<file path="config.mk">
export PLATFORM = sky130hd
export DESIGN_NAME = oscsel_core
export DESIGN_NICKNAME = d
export VERILOG_FILES = /design/src/inc/oscsel_pkg.sv /design/src/hdl/oscsel_core.sv
export SDC_FILE = /design/constraint.sdc
export NUM_CORES = 1
export LEC_CHECK = 0
export BUFFER_PORTS_ARGS = -buffer_cell sky130_fd_sc_hd__buf_4
export CORE_UTILIZATION = 33
export DETAILED_ROUTE_END_ITERATION = 16
export PLACE_DENSITY = 0.6
export SLEW_MARGIN = 20
export SYNTH_ARGS = -nofsm -noshare
export SYNTH_HDL_FRONTEND = slang
export SYNTH_SLANG_ARGS = --single-unit
</file>
<file path="constraint.sdc">
create_clock -name mclk -period 3.2 [get_ports mclk]
set_input_delay 0.32 -clock mclk [delete_from_list [all_inputs] [get_ports mclk]]
set_output_delay 0.32 -clock mclk [all_outputs]
set_load 0.005 [all_outputs]
</file>
<file path="src/inc/oscsel_pkg.sv">
// Constants and encodings for the oscillator source select block
// Notes on behaviour
// - Boot clock mode from two-bit config field
// - External clock frequency must match chosen power mode
// - External mode runs with no start-up delay
// - Stopped external clock freezes state, resumes intact
// - PLL on if config bit set, or run-time bit set outside select 1x
// - Select 00 switches to configured source
// - Select may switch to internal block at run-time
// - Internal mode: input pin is GPIO, output per config
// - High source 16 MHz derived from medium source
// - High source enabled by select and mode
// - Medium source enabled under same conditions
// - High ready flag while high source runs
// - High locked flag within 2 percent
// - High stable flag within half percent
// - Medium ready flag while medium source runs
// - Four-bit frequency select chooses postscaled output
// - Trim is six-bit signed, resets to zero
// - Trim applies to medium and high sources
// - Trim drifts gradually, no completion flag
// - Trim leaves low source untouched
// - Low source is untrimmed 31 kHz
// - Select: 00 config, 01 secondary, 1x internal
// - Reset loads frequency select with 0111
// - Switch: start, fall, hold low, rise, update status
// - Same-source frequency change has no start-up delay
package oscsel_pkg;
    // Boot clock mode codes
    localparam logic [1:0] OSCSEL_MODE_INTERNAL = 2'h0;
    localparam logic [1:0] OSCSEL_MODE_EXT_LOW = 2'h1;
    localparam logic [1:0] OSCSEL_MODE_EXT_MED = 2'h2;
    localparam logic [1:0] OSCSEL_MODE_EXT_HIGH = 2'h3;
    // Run-time select codes
    localparam logic [1:0] OSCSEL_SEL_CONFIG = 2'h0;
    localparam logic [1:0] OSCSEL_SEL_SECONDARY = 2'h1;
    // Reset values
    localparam logic [3:0] OSCSEL_FREQ_RESET = 4'h7;
    localparam logic [5:0] OSCSEL_TRIM_RESET = 6'h00;
    // Start-up delays in ns, converted at 50 MHz (20 ns)
    localparam int OSCSEL_CLK_NS = 20;
    localparam int OSCSEL_MF_START_NS = 2000;
    localparam int OSCSEL_HF_START_NS = 1000;
    localparam int OSCSEL_LF_START_NS = 2000;
    localparam int OSCSEL_HF_LOCK_NS = 1000;
    localparam int OSCSEL_HF_STABLE_NS = 2000;
    localparam int OSCSEL_TRIM_STEP_NS = 200;
    localparam logic [7:0] OSCSEL_MF_START_CYC = 8'((OSCSEL_MF_START_NS + OSCSEL_CLK_NS - 1) / OSCSEL_CLK_NS);
    localparam logic [7:0] OSCSEL_HF_START_CYC = 8'((OSCSEL_HF_START_NS + OSCSEL_CLK_NS - 1) / OSCSEL_CLK_NS);
    localparam logic [7:0] OSCSEL_LF_START_CYC = 8'((OSCSEL_LF_START_NS + OSCSEL_CLK_NS - 1) / OSCSEL_CLK_NS);
    localparam logic [7:0] OSCSEL_HF_LOCK_CYC = 8'((OSCSEL_HF_LOCK_NS + OSCSEL_CLK_NS - 1) / OSCSEL_CLK_NS);
    localparam logic [7:0] OSCSEL_HF_STABLE_CYC = 8'((OSCSEL_HF_STABLE_NS + OSCSEL_CLK_NS - 1) / OSCSEL_CLK_NS);
    localparam logic [7:0] OSCSEL_TRIM_STEP_CYC = 8'((OSCSEL_TRIM_STEP_NS + OSCSEL_CLK_NS - 1) / OSCSEL_CLK_NS);
    // Internal source identifiers
    typedef enum logic [1:0] {
        OSCSEL_SRC_LF,
        OSCSEL_SRC_MF,
        OSCSEL_SRC_HF
    } oscsel_src_type;
    // Active system clock source
    typedef enum logic [2:0] {
        OSCSEL_SYS_EXT_LOW,
        OSCSEL_SYS_EXT_MED,
        OSCSEL_SYS_EXT_HIGH,
        OSCSEL_SYS_SECONDARY,
        OSCSEL_SYS_INTERNAL
    } oscsel_sys_type;
    // Frequency select code to source: 0-1 LF, 2-A MF (nine codes), B-F HF
    function automatic oscsel_src_type oscsel_code_src(input logic [3:0] code);
        oscsel_src_type s;
        s = OSCSEL_SRC_MF;
        case (code)
            4'h0, 4'h1: s = OSCSEL_SRC_LF;
            4'h2, 4'h3, 4'h4, 4'h5, 4'h6, 4'h7, 4'h8, 4'h9, 4'hA: s = OSCSEL_SRC_MF;
            4'hB, 4'hC, 4'hD, 4'hE, 4'hF: s = OSCSEL_SRC_HF;
            default: s = OSCSEL_SRC_MF;
        endcase
        return s;
    endfunction
endpackage

</file>
<file path="src/hdl/oscsel_core.sv">
// Oscillator source select: mode, PLL enable, source enables, switch sequencing, status and trim
`timescale 1ns/1ps
module oscsel_core (
    // Clock, reset, enable
    input wire logic mclk,
    input wire logic rstn,
    input wire logic clkEn,
    // Configuration word bits
    input wire logic [1:0] bootClockSourceSelect,
    input wire logic cfgPllForceEnable,
    input wire logic clkoutPinEnable,
    // Run-time control
    input wire logic [1:0] sysClockSelect,
    input wire logic swPllEnable,
    input wire logic [3:0] internalFreqSelectIn,
    input wire logic internalFreqSelectWr,
    input wire logic [5:0] oscTrimIn,
    input wire logic oscTrimWr,
    // External clock presence (generator running)
    input wire logic extClockRunning,
    // Status and selection outputs
    output logic [2:0] sysSource,
    output logic [3:0] activeFreqSelect,
    output logic [3:0] internalFreqSelect,
    output logic pllEnable,
    output logic hfOscEnable,
    output logic mfOscEnable,
    output logic lfOscEnable,
    output logic hfOscReady,
    output logic hfOscLocked,
    output logic hfOscStable,
    output logic mfOscReady,
    output logic lfOscReady,
    output logic [5:0] oscTrim,
    output logic [5:0] appliedTrim,
    output logic clkInPinIsGpio,
    output logic clkOutPinIsClock,
    output logic sysClockHeldLow,
    output logic switchBusy
);
    import oscsel_pkg::*;

    typedef enum {SW_IDLE, SW_START, SW_FALL, SW_RISE, SW_UPDATE} oscsel_sw_type;

    oscsel_sw_type swState_reg;
    oscsel_sys_type sys_next;
    oscsel_src_type reqSrc;
    oscsel_src_type curSrc;
    logic [3:0] freq_reg;
    logic [3:0] active_reg;
    logic [5:0] trim_reg;
    logic [5:0] applied_reg;
    logic [7:0] mfCnt_reg;
    logic [7:0] hfCnt_reg;
    logic [7:0] lfCnt_reg;
    logic [7:0] trimCnt_reg;
    logic internalSel;
    logic hfWant;
    logic mfWant;
    logic lfWant;
    logic newReady;

    // Internal block powered when boot mode is internal or select is 1x, even while select 01 runs
    assign internalSel = sysClockSelect[1] || bootClockSourceSelect == OSCSEL_MODE_INTERNAL;
    assign reqSrc = oscsel_code_src(freq_reg);
    assign curSrc = oscsel_code_src(active_reg);
    // HF depends on MF running through its PLL, so MF is kept on with it
    assign hfWant = internalSel && (reqSrc == OSCSEL_SRC_HF || curSrc == OSCSEL_SRC_HF);
    assign mfWant = internalSel && (reqSrc != OSCSEL_SRC_LF || curSrc != OSCSEL_SRC_LF);
    assign lfWant = internalSel && (reqSrc == OSCSEL_SRC_LF || curSrc == OSCSEL_SRC_LF);
    assign newReady = reqSrc == OSCSEL_SRC_HF ? hfOscReady :
                      reqSrc == OSCSEL_SRC_MF ? mfOscReady : lfOscReady;

    // Source decode from mode and run-time select
    always_comb begin
        sys_next = OSCSEL_SYS_INTERNAL;
        case (sysClockSelect)
            OSCSEL_SEL_CONFIG: begin
                case (bootClockSourceSelect)
                    OSCSEL_MODE_EXT_LOW: sys_next = OSCSEL_SYS_EXT_LOW;
                    OSCSEL_MODE_EXT_MED: sys_next = OSCSEL_SYS_EXT_MED;
                    OSCSEL_MODE_EXT_HIGH: sys_next = OSCSEL_SYS_EXT_HIGH;
                    default: sys_next = OSCSEL_SYS_INTERNAL;
                endcase
            end
            OSCSEL_SEL_SECONDARY: sys_next = OSCSEL_SYS_SECONDARY;
            default: sys_next = OSCSEL_SYS_INTERNAL;
        endcase
    end

    // System source follows select at once; external needs no start-up wait
    always_ff @(posedge mclk) begin
        if (!rstn) begin
            sysSource <= 3'h0;
        end else if (clkEn) begin
            sysSource <= 3'(sys_next);
        end
    end

    // PLL enable: config bit overrides run-time bit; run-time bit ignored with select 1x
    always_ff @(posedge mclk) begin
        if (!rstn) begin
            pllEnable <= 1'b0;
        end else if (clkEn) begin
            pllEnable <= cfgPllForceEnable || (swPllEnable && !sysClockSelect[1]);
        end
    end

    // Pin roles; external clock pin stays clock input in external modes unless select is 1x
    always_ff @(posedge mclk) begin
        if (!rstn) begin
            clkInPinIsGpio <= 1'b0;
            clkOutPinIsClock <= 1'b0;
        end else if (clkEn) begin
            clkInPinIsGpio <= internalSel;
            clkOutPinIsClock <= clkoutPinEnable;
        end
    end

    // Frequency select register
    always_ff @(posedge mclk) begin
        if (!rstn) begin
            freq_reg <= OSCSEL_FREQ_RESET;
        end else if (clkEn && internalFreqSelectWr) begin
            freq_reg <= internalFreqSelectIn;
        end
    end

    // Trim register, signed, reset to zero
    always_ff @(posedge mclk) begin
        if (!rstn) begin
            trim_reg <= OSCSEL_TRIM_RESET;
        end else if (clkEn && oscTrimWr) begin
            trim_reg <= oscTrimIn;
        end
    end

    // Applied trim walks one step at a time toward the target; nothing reports arrival
    always_ff @(posedge mclk) begin
        if (!rstn) begin
            applied_reg <= OSCSEL_TRIM_RESET;
            trimCnt_reg <= 8'h00;
        end else if (clkEn) begin
            if (applied_reg == trim_reg) begin
                trimCnt_reg <= 8'h00;
            end else if (trimCnt_reg >= OSCSEL_TRIM_STEP_CYC - 8'h01) begin
                trimCnt_reg <= 8'h00;
                if ($signed(applied_reg) < $signed(trim_reg)) begin
                    applied_reg <= applied_reg + 6'h01;
                end else begin
                    applied_reg <= applied_reg - 6'h01;
                end
            end else begin
                trimCnt_reg <= trimCnt_reg + 8'h01;
            end
        end
    end

    // MF start-up; trim acts on MF and through it on HF, never on LF
    always_ff @(posedge mclk) begin
        if (!rstn) begin
            mfCnt_reg <= 8'h00;
        end else if (clkEn) begin
            if (!mfWant) begin
                mfCnt_reg <= 8'h00;
            end else if (mfCnt_reg < OSCSEL_MF_START_CYC) begin
                mfCnt_reg <= mfCnt_reg + 8'h01;
            end
        end
    end

    // HF start-up, lock and settle counted after MF is ready; a trim step knocks it back to locked
    always_ff @(posedge mclk) begin
        if (!rstn) begin
            hfCnt_reg <= 8'h00;
        end else if (clkEn) begin
            if (!hfWant || !mfOscReady) begin
                hfCnt_reg <= 8'h00;
            end else if (applied_reg != trim_reg && hfCnt_reg > OSCSEL_HF_START_CYC + OSCSEL_HF_LOCK_CYC) begin
                hfCnt_reg <= OSCSEL_HF_START_CYC + OSCSEL_HF_LOCK_CYC;
            end else if (hfCnt_reg < OSCSEL_HF_START_CYC + OSCSEL_HF_LOCK_CYC + OSCSEL_HF_STABLE_CYC) begin
                hfCnt_reg <= hfCnt_reg + 8'h01;
            end
        end
    end

    // LF start-up, independent of trim
    always_ff @(posedge mclk) begin
        if (!rstn) begin
            lfCnt_reg <= 8'h00;
        end else if (clkEn) begin
            if (!lfWant) begin
                lfCnt_reg <= 8'h00;
            end else if (lfCnt_reg < OSCSEL_LF_START_CYC) begin
                lfCnt_reg <= lfCnt_reg + 8'h01;
            end
        end
    end

    // Enables and status flags, registered
    always_ff @(posedge mclk) begin
        if (!rstn) begin
            hfOscEnable <= 1'b0;
            mfOscEnable <= 1'b0;
            lfOscEnable <= 1'b0;
            hfOscReady <= 1'b0;
            hfOscLocked <= 1'b0;
            hfOscStable <= 1'b0;
            mfOscReady <= 1'b0;
            lfOscReady <= 1'b0;
        end else if (clkEn) begin
            hfOscEnable <= hfWant;
            mfOscEnable <= mfWant;
            lfOscEnable <= lfWant;
            hfOscReady <= hfWant && hfCnt_reg >= OSCSEL_HF_START_CYC;
            hfOscLocked <= hfWant && hfCnt_reg >= OSCSEL_HF_START_CYC + OSCSEL_HF_LOCK_CYC;
            hfOscStable <= hfWant
                && hfCnt_reg >= OSCSEL_HF_START_CYC + OSCSEL_HF_LOCK_CYC + OSCSEL_HF_STABLE_CYC;
            mfOscReady <= mfWant && mfCnt_reg >= OSCSEL_MF_START_CYC;
            lfOscReady <= lfWant && lfCnt_reg >= OSCSEL_LF_START_CYC;
        end
    end

    // Switch sequencer: wait for new source, then fall, hold low, rise, update
    always_ff @(posedge mclk) begin
        if (!rstn) begin
            swState_reg <= SW_IDLE;
            active_reg <= OSCSEL_FREQ_RESET;
            sysClockHeldLow <= 1'b0;
        end else if (clkEn) begin
            case (swState_reg)
                SW_IDLE: begin
                    if (freq_reg != active_reg) begin
                        // Same source: skip start-up wait
                        swState_reg <= reqSrc == curSrc ? SW_FALL : SW_START;
                    end
                end
                SW_START: begin
                    // Unpowered block has no source to wait for, so the switch cannot hang
                    if (newReady || !internalSel) begin
                        swState_reg <= SW_FALL;
                    end
                end
                SW_FALL: begin
                    sysClockHeldLow <= 1'b1;
                    swState_reg <= SW_RISE;
                end
                SW_RISE: begin
                    sysClockHeldLow <= 1'b0;
                    active_reg <= freq_reg;
                    swState_reg <= SW_UPDATE;
                end
                SW_UPDATE: begin
                    swState_reg <= SW_IDLE;
                end
                default: swState_reg <= SW_IDLE;
            endcase
        end
    end

    // Registered copies of the select and trim fields
    always_ff @(posedge mclk) begin
        if (!rstn) begin
            internalFreqSelect <= OSCSEL_FREQ_RESET;
            activeFreqSelect <= OSCSEL_FREQ_RESET;
            oscTrim <= OSCSEL_TRIM_RESET;
            appliedTrim <= OSCSEL_TRIM_RESET;
            switchBusy <= 1'b0;
        end else if (clkEn) begin
            internalFreqSelect <= freq_reg;
            activeFreqSelect <= active_reg;
            oscTrim <= trim_reg;
            appliedTrim <= applied_reg;
            switchBusy <= swState_reg != SW_IDLE || freq_reg != active_reg;
        end
    end

    // extClockRunning only documents the stall; logic freezes via clkEn
    logic unusedExt;
    assign unusedExt = extClockRunning;
endmodule // oscsel_core

</file>
Word level (Yosys, flattened, before mapping)
Memories as Yosys holds them, arrays and structs flattened. A register that Yosys moved wholly into a read port is not among the register bits.
Index checks and enable logic that the tools add are counted.
{ "classes": {"add_sub_neg": 6, "magnitude_cmp": 11, "eq_ne": 18, "mux": 23, "bitwise": 1, "n_reduce_logical": 41} }
{ "op_table": {"columns": ["operator", "n"], "rows": [
  ["32-bit one-hot mux with 4 select lines", 1],
  ["8-bit 2-to-1 mux", 9],
  ["32-bit by 2-bit equality test with 1-bit output, second input constant", 2],
  ["32-bit 2-to-1 mux", 2],
  ["8-bit by 1-bit adder with 8-bit output, second input constant", 4],
  ["32-bit by 1-bit equality test with 1-bit output, second input constant", 1],
  ["32-bit zero test", 1],
  ["32-bit nonzero test", 1],
  ["8-bit by 7-bit >= comparator with 1-bit output, second input constant", 3],
  ["8-bit by 7-bit < comparator with 1-bit output, second input constant", 2],
  ["4-bit 2-to-1 mux", 4],
  ["1-bit logical AND", 12],
  ["2-bit AND reduction", 5],
  ["3-bit one-hot mux with 3 select lines", 1],
  ["2-bit equality test, second input constant", 4],
  ["8-bit by 4-bit >= comparator with 1-bit output, second input constant", 1],
  ["8-bit by 6-bit >= comparator with 1-bit output, second input constant", 1],
  ["8-bit >= comparator, second input constant", 1],
  ["8-bit by 7-bit greater-than comparator with 1-bit output, second input constant", 1],
  ["2-bit zero test", 4],
  ["1-bit logical OR", 8],
  ["8-bit < comparator, second input constant", 1],
  ["6-bit by 1-bit adder with 6-bit output, second input constant", 1],
  ["2-bit by 1-bit equality test with 1-bit output, second input constant", 3],
  ["18 further kinds", 27]
]} }
{ "totals": {"ff_bits": 120, "mem_bits_ro": 64, "in_bits": 23, "out_inout_bits": 36, "elab_cells": 129, "mem_count": 2} }
{ "memory_table": {"columns": ["name", "depth", "width", "rd", "rd_ports_with_merged_regs", "wr", "line", "text"], "rows": [
  ["(name not given)", 16, 2, 1, 1, 0, "oscsel_pkg.sv:72", "case (code)"],
  ["(name not given)", 16, 2, 1, 1, 0, "oscsel_pkg.sv:72", null]
]} }

Logic depth before layout (Yosys ltp)
Gate-level depths: netlist (run 1).
{ "logic_depth": {"word_depth": 7, "depth_mapped": 11, "depth_no_buf": 11} }

Least setup slack after synthesis (run 1)
No wires, ideal clock.
{ "synth_path": {"path_type": "flip-flop to flip-flop", "start": "register trim_reg[5]", "end": "register applied_reg[2]", "setup_time_ps": 76, "arrival_ps": 2127, "required_ps": 3124, "slack_ps": 997, "path_stages_with_launch": 12, "n_path_buf": 0, "synth_period_minus_slack_ps": 2203, "cell_sequence": "dfxtp_1 > inv_1 > ha_1 > and4_1 > o21ai_1 > a32o_2 > xnor2_1 > ha_1 > nor2_1 > mux2i_1 > or3_1 > a21boi_0"} }
{ "synth_between": {"elab_chain_cells": 3, "word_cells_on_any_way": 5, "cone_classes": "order compare (1); eq/ne (1); mux (1); bitwise (1); reduce/logical (1)"} }
{ "synth_rtl": {"columns": ["element", "line", "text"], "rows": [
  ["start: declaration", "oscsel_core.sv:51", "logic [5:0] trim_reg;"],
  ["start signal: assignment", "oscsel_core.sv:134", "trim_reg <= oscTrimIn;"],
  ["parallel branches: the longest is 3 deep, another holds 6-bit < comparator", null, null],
  ["end signal: assignment", "oscsel_core.sv:149", "applied_reg <= applied_reg + 6'h01;"],
  ["end signal: assignment", "oscsel_core.sv:151", "applied_reg <= applied_reg - 6'h01;"],
  ["end: declaration", "oscsel_core.sv:52", "logic [5:0] applied_reg;"]
]} }
Several ways; the timed one is not identified.
A chain may end at the register's enable or synchronous reset.

Worst setup path after layout (run 1)
{ "layout_path": {"start": "register trim_reg[4]", "end": "register applied_reg[2]"} }
Same word-level chain as after synthesis.

==> out/results.txt, run 1 <==
DR iter-0 viols -> 199
design area -> 5370 um2
share of cells above drive strength 1 -> 15.7%
CTS root buf -> clkbuf_16
cts repair resizes -> 0
DR pass1 iterations -> 4
first-pass GRT wire length -> 16100 um
flops & latches, synth -> 95
Peak supply drop -> 0.000336 V
vias in the first global route -> 3429
crit path max fanout -> 6
ratio of final minimum period to clock period -> 76.1%
Post-CTS Setup Inserts -> 0
CORE AREA -> 13200 um2
clk_skew -> 0.00766 ns
die span in x -> 119 um
asr flop ratio synth -> 0%
hold buffers post-CTS -> 0
Final nets -> 594
critical path type -> flop to flop
Gate power share -> 9.3%
Rel. slew slack -> 53.2%
clk sink count -> 95
wire length per cell -> 13.0 um
clock tree buffer depth -> 2
Buf+Inv Stages, Crit Path -> 1
setup TNS -> 0 ns
worst hold margin -> 0.211 ns
PortBufs -> 57
syn_area_per_cell -> 8.95 um2
initial antenna violation count -> 0
clock share of power -> 41.8%
Post-synth EDFFs -> 0
H-tree levels -> 3
max-slew violations -> 0
Crit-path slowest cell -> dfxtp_1
Final setup viols -> 0
TritonCTS clock tree -> done
Worst Path Required -> 3.47 ns
fin crit period -> 2.44 ns
largest net degree at the start of global routing -> 73
Mapped Cells -> 502
sw frac -> 23.9%
die area -> 14100 um2
vias -> 3527
Ys Warns -> 0
Worst-Margin Slew -> 0.692 ns
DIE HEIGHT -> 119 um
sequential fraction of the synthesis area -> 42.3%
ANT nets after route -> 0
syn nets -> 542
Initial Utilization -> 33.9%
Clk pin slew, worst setup/hold paths -> 0.07 ns
GRT Resource Usage Total -> 14.3%
crit end category -> flop
Rows -> 42
GRT Residual Overflow -> 0
Ant. Diodes -> 0
max incr delay on CP -> 0.35 ns
most common cell after layout, fill and taps aside -> dfxtp_1
worst endpoint data arrival time -> 2.71 ns
cell internal pwr -> 1.93 mW
synthesis-to-layout area growth -> 19.6%
outcome -> finished clean
Seq. cell area -> 1900 um2
hpwl dp -> 6660 um
final WL -> 9560 um
Net Sw Power -> 604 uW
fill count -> 1346
Max Cap Viol -> 0
P_leak -> 2.16 nW
PD cells -> 471 nW/um2
CP startpoint kind -> flop
synth unique cells -> 63
area of the multi-input gates -> 2440 um2
RSZ-0062 raised after global routing -> no
DRC viols -> 0
Fmax achieved -> 411 MHz
Seq pwr share -> 49.0%
Crit path max-delay family -> simple AND/OR/NAND/NOR gates
most used cell, CP -> ha_1
non-filler instance count after layout -> 735
gpl congestion -> 0.856
Final Hold Fails -> 0
placed cells -> 719
TritonCTS buffer count -> 9
CP cell instances -> inv_1 > ha_1 > and4_1 > o21ai_1 > a32o_2 > xnor2_1 > ha_1 > nor2_1 > mux2i_1 > or3_1 > a21boi_0
worst min path class -> input port to flop
Via density -> 4.80
most frequent cells in the layout -> dfxtp_1 (95), buf_4 (59), nand2_1 (55)
dpl cell area -> 5080 um2
Mapped Area -> 4490 um2
Ports -> 59
ys flop type -> dfxtp_1
worst skew pair latency -> 0.35 ns
Yosys cell counts, drive strengths merged, types with 2 or more instances:
| cell type | instances | share of area, % |
|---|---|---|
| mux2i | 35 | 7.8 |
| buf | 7 | 0.72 |
| o22ai | 3 | 0.42 |
| nor3b | 3 | 0.61 |
| or3 | 6 | 0.84 |
| nand4 | 8 | 1.1 |
| nor2b | 31 | 4.3 |
| clkbuf | 11 | 0.92 |
| xnor2 | 15 | 2.9 |
| inv | 21 | 1.8 |
| nand2b | 2 | 0.28 |
| o41ai | 2 | 0.98 |
| o311ai | 2 | 0.39 |
| a21boi | 11 | 1.8 |
| nand3 | 14 | 1.6 |
| a311oi | 5 | 0.97 |
| o21ai | 15 | 1.8 |
| a31oi | 4 | 0.70 |
| and3 | 8 | 1.1 |
| dfxtp | 95 | 42 |
| and2 | 10 | 1.4 |
| nor3 | 7 | 0.78 |
| or4 | 3 | 0.58 |
| nor2 | 53 | 4.4 |
| ha | 17 | 4.7 |
| xor2 | 11 | 2.1 |
| nand2 | 55 | 4.6 |
| o21a | 2 | 0.33 |
| a21oi | 19 | 2.1 |
| nor4 | 3 | 0.56 |
| o211ai | 2 | 0.33 |
power by group through the flow:
stage               combinational [mW]  sequential (mW)  clock, mW
finish                           0.235             1.24       1.06
floorplan                        0.160             1.26          0
global route                     0.263             1.24       1.14
global placement                 0.232             1.26          0
CTS                              0.238             1.24       1.09
detailed placement               0.236             1.27          0
stage by stage:
stage	setup slack, ns	util, %	power, mW
after global routing	0.587	40.6	2.65
after CTS	0.770	40.6	2.57
after global placement	0.834	38.4	1.50
after detailed placement	0.789	38.4	1.50
final	0.764	40.6	2.53
after floorplan	0.997	-	1.42
area by class of cell:
cell class / instances / area share, %
inverter: 21 / 1.47
multi-input combinational: 368 / 45.4
clock inverter: 5 / 1.09
tap: 176 / 4.10
timing repair buffer: 59 / 8.24
sequential: 95 / 35.4
clock buffer: 11 / 4.33
worst min-delay path, stage by stage:
cell     delay, ns
buf_4         0.08
mux2i_1       0.07
nand2_1       0.07
worst paths after layout:
path / from / to / slack [ns] / cells past startpoint
setup reg to reg: trim_reg[4]$_SDFFE_PN0P_ / applied_reg[2]$_SDFFE_PN0P_ / 0.76 / 11
setup / recovery: trim_reg[4]$_SDFFE_PN0P_ / applied_reg[2]$_SDFFE_PN0P_ / 0.76 / 11
hold reg to reg: lfCnt_reg[6]$_SDFFE_PN0P_ / lfCnt_reg[6]$_SDFFE_PN0P_ / 0.47 / 2
hold / removal: internalFreqSelectIn[0] / freq_reg[0]$_SDFFE_PN1P_ / 0.21 / 3
cell families (layout without fill, tap and decap cells):
logic type	Yosys count	after routing	synth area share (%)
xor+xnor	26	26	5.07
buf+inv	39	96	3.40
flops	95	95	42.3
fa+ha+maj	17	17	4.74
simple gates	211	211	23.6
mux	36	36	8.05
compound gates	78	78	12.8
layer usage:
| metal | GRT usage, % | share of wire (%) | vias to the layer above |
|---|---|---|---|
| met5 | 0 | 0 | - |
| met4 | 5.06 | 1.5 | 0 |
| met3 | 4.10 | 5.0 | 12 |
| met2 | 22.2 | 45 | 58 |
| met1 | 18.8 | 49 | 1615 |
| li1 | - | - | 1842 |
(Power assumes the default switching activity.)
==> run 2: changes to the inputs <==
Settings changed: ABC_AREA set to 1.
Clock period 3.2 ns to 2.27 ns, I/O delays scaled along.
==> run 2 against run 1 <==
Compared with the run above: die area fell by 3.2%; final cell count rose by 13%; maximum frequency rose by 18%; synthesized cell count rose by 19%; global-route usage rose by 1.4 points; critical path depth rose by 7; largest cell class unchanged.
==> out/results.txt, run 2 <==
Rows -> 41 (-2.4%)
Ports -> 59 (unchanged)
GRT Residual Overflow -> 0 (unchanged)
DIE HEIGHT -> 117 um (-1.6%)
worst min path class -> input port to flop
most used cell, CP -> nand2_2
DRC viols -> 0 (unchanged)
Worst-Margin Slew -> 0.707 ns (+0.0153 ns)
final WL -> 10200 um (+6.3%)
Crit-path slowest cell -> dfxtp_2
PD cells -> 696 nW/um2 (+48%)
Mapped Cells -> 596 (+19%)
crit path max fanout -> 4 (-2)
hold buffers post-CTS -> 0 (unchanged)
Worst Path Required -> 2.50 ns (-0.97 ns)
worst endpoint data arrival time -> 2.30 ns (-0.41 ns)
worst skew pair latency -> 0.34 ns (about the same)
share of cells above drive strength 1 -> 18.2% (+2.5 points)
CP startpoint -> applied_reg[4]$_SDFFE_PN0P_
Final setup viols -> 0 (unchanged)
GRT Resource Usage Total -> 15.7% (+1.4 points)
post-place setup slack -> 0.0620 ns (-0.727 ns)
DR iter-0 viols -> 202 (+1.5%)
share of the synthesized area in the top cell type -> 43.7% (+1.4 points)
die span in x -> 117 um (-1.6%)
Clk pin slew, worst setup/hold paths -> 0.07 ns (about the same)
Via density -> 4.77 (-0.52%)
Buf+Inv Stages, Crit Path -> 3 (+2)
Max Cap Viol -> 0 (unchanged)
ANT nets after route -> 0 (unchanged)
most frequent cells in the layout -> nand2_1 (112), dfxtp_1 (90), inv_1 (71)
gpl congestion -> 0.836 (-2.3%)
CP cell instances -> ha_1 > nand2_2 > nor2_4 > nand2_2 > nand3_2 > nand2_2 > nand3_1 > nand2_1 > inv_1 > ha_1 > inv_1 > nand2_2 > nand2_2 > nand3_2 > nand2_1 > nand2_1 > o21ai_1 > inv_1
Peak supply drop -> 0.000449 V (+33%)
Fmax achieved -> 483 MHz (+18%)
setup TNS -> 0 ns (unchanged)
Final Hold Fails -> 0 (unchanged)
fin crit period -> 2.07 ns (-0.364 ns)
CORE AREA -> 12700 um2 (-3.9%)
wire length per cell -> 12.2 um (-5.9%)
largest net degree at the start of global routing -> 43 (-41%)
Ys Warns -> 0 (unchanged)
Post-CTS Setup Inserts -> 0 (unchanged)
most common cell after layout, fill and taps aside -> nand2_1
P_leak -> 2.33 nW (+8.2%)
outcome -> finished clean
vias -> 3962 (+12%)
CTS root buf -> clkbuf_16
hpwl dp -> 7370 um (+11%)
launch point of the worst reg-to-reg path -> applied_reg[4]$_SDFFE_PN0P_
Crit path max-delay family -> simple AND/OR/NAND/NOR gates
flops & latches, synth -> 95 (unchanged)
top post-synthesis cells by count -> nand2_1 (117), dfxtp_1 (95), inv_1 (75), a21oi_1 (60), nor2_1 (59)
crit end category -> flop
CP startpoint kind -> flop
synthesis-to-layout area growth -> 23.0%
synth unique cells -> 40 (-37%)
DR pass1 iterations -> 4 (unchanged)
Initial Utilization -> 34.2% (+0.26 points)
Post-synth EDFFs -> 0 (unchanged)
clock tree buffer depth -> 2 (unchanged)
TritonCTS buffer count -> 9 (unchanged)
Ant. Diodes -> 0 (unchanged)
vias in the first global route -> 3708 (+8.1%)
die area -> 13600 um2 (-3.2%)
cts repair resizes -> 0 (unchanged)
syn nets -> 636 (+17%)
clk sink count -> 95 (unchanged)
top cells by area, synth -> dfxtp_1 (44%), nand2_1 (10%), a21oi_1 (6.9%)
asr flop ratio synth -> 0% (unchanged)
H-tree levels -> 3 (unchanged)
Worst Hold Launch -> clkoutPinEnable
fill count -> 1320 (-1.9%)
first-pass GRT wire length -> 16800 um (+4.0%)
design area -> 5350 um2 (-0.49%)
syn_area_per_cell -> 7.30 um2 (-18%)
ys flop type -> dfxtp_1
max-slew violations -> 0 (unchanged)
Rel. slew slack -> 51.7% (-1.5 points)
count leader, synth -> nand2_1
PortBufs -> 57 (unchanged)
Mapped Area -> 4350 um2 (-3.2%)
final setup margin -> 0.198 ns (-0.566 ns)
dpl cell area -> 4970 um2 (-2.1%)
sequential fraction of the synthesis area -> 43.7% (+1.4 points)
critical path type -> flop to flop
ratio of final minimum period to clock period -> 91.3% (+15 points)
max incr delay on CP -> 0.34 ns (about the same)
clk_skew -> 0.00563 ns (-0.00203 ns)
TritonCTS clock tree -> done
Synth area leader -> dfxtp_1
Final nets -> 693 (+17%)
initial antenna violation count -> 0 (unchanged)
[run 2: through the flow]
step                      hold slack (ns)  cells  power [mW]  utilization, %
after CTS                           0.101    830        3.76            41.4
after floorplan                     0.351    596        2.10               -
after global placement              0.422    814        2.25            39.1
after detailed placement            0.431    814        2.27            39.1
final                               0.109    830        3.72            42.0
after global routing                0.107    830        3.90            42.0
[run 2: tightest hold or removal path, cell delays in order]
cell and delay (ns):
buf_4 0.07, nor2_1 0.03, nor2_1 0.08
[run 2: cell type report]
type	instances	area, um2	area share, %
Timing Repair Buffer	64	480	8.99
Clock buffer	12	267	4.98
Clock inverter	4	28.8	0.538
Multi-Input combinational cell	403	2150	40.2
Tap cell	172	215	4.03
Inverter	80	300	5.62
Sequential cell	95	1910	35.7
[run 2: logic make-up (layout without fill, tap and decap cells)]
| group | after synthesis | in the layout | share of synthesized area (%) |
|---|---|---|---|
| compound gates | 132 | 132 | 16.9 |
| buf+inv | 98 | 160 | 8.52 |
| flops | 95 | 95 | 43.7 |
| xor+xnor | 9 | 9 | 1.81 |
| simple gates | 245 | 245 | 24.2 |
| fa+ha+maj | 17 | 17 | 4.89 |
[run 2: path summary, 6_finish.rpt]
kind	to	slack, ns	cells after the start
hold reg to reg	trimCnt_reg[6]$_SDFFE_PN0P_	0.44	2
hold / removal	clkOutPinIsClock$_SDFFE_PN0P_	0.11	3
setup reg to reg	applied_reg[4]$_SDFFE_PN0P_	0.20	18
setup / recovery	applied_reg[4]$_SDFFE_PN0P_	0.20	18
[run 2: power breakdown]
group | switching (mW) | total (mW) | internal (mW) | leakage (nW)
combinational | 0.268 | 0.451 | 0.183 | 1.41
clock | 0.646 | 1.48 | 0.833 | 0.141
sequential | 0.0518 | 1.79 | 1.74 | 0.778
total | 0.966 | 3.72 | 2.75 | 2.33
[run 2: metal layers]
layer / global-route usage, % / vias up / wire [um]
li1: - / 2059 / -
met1: 18.8 / 1816 / 4850
met2: 27.7 / 76 / 4760
met3: 3.60 / 11 / 415
met4: 5.40 / 0 / 129
met5: 0 / - / 0
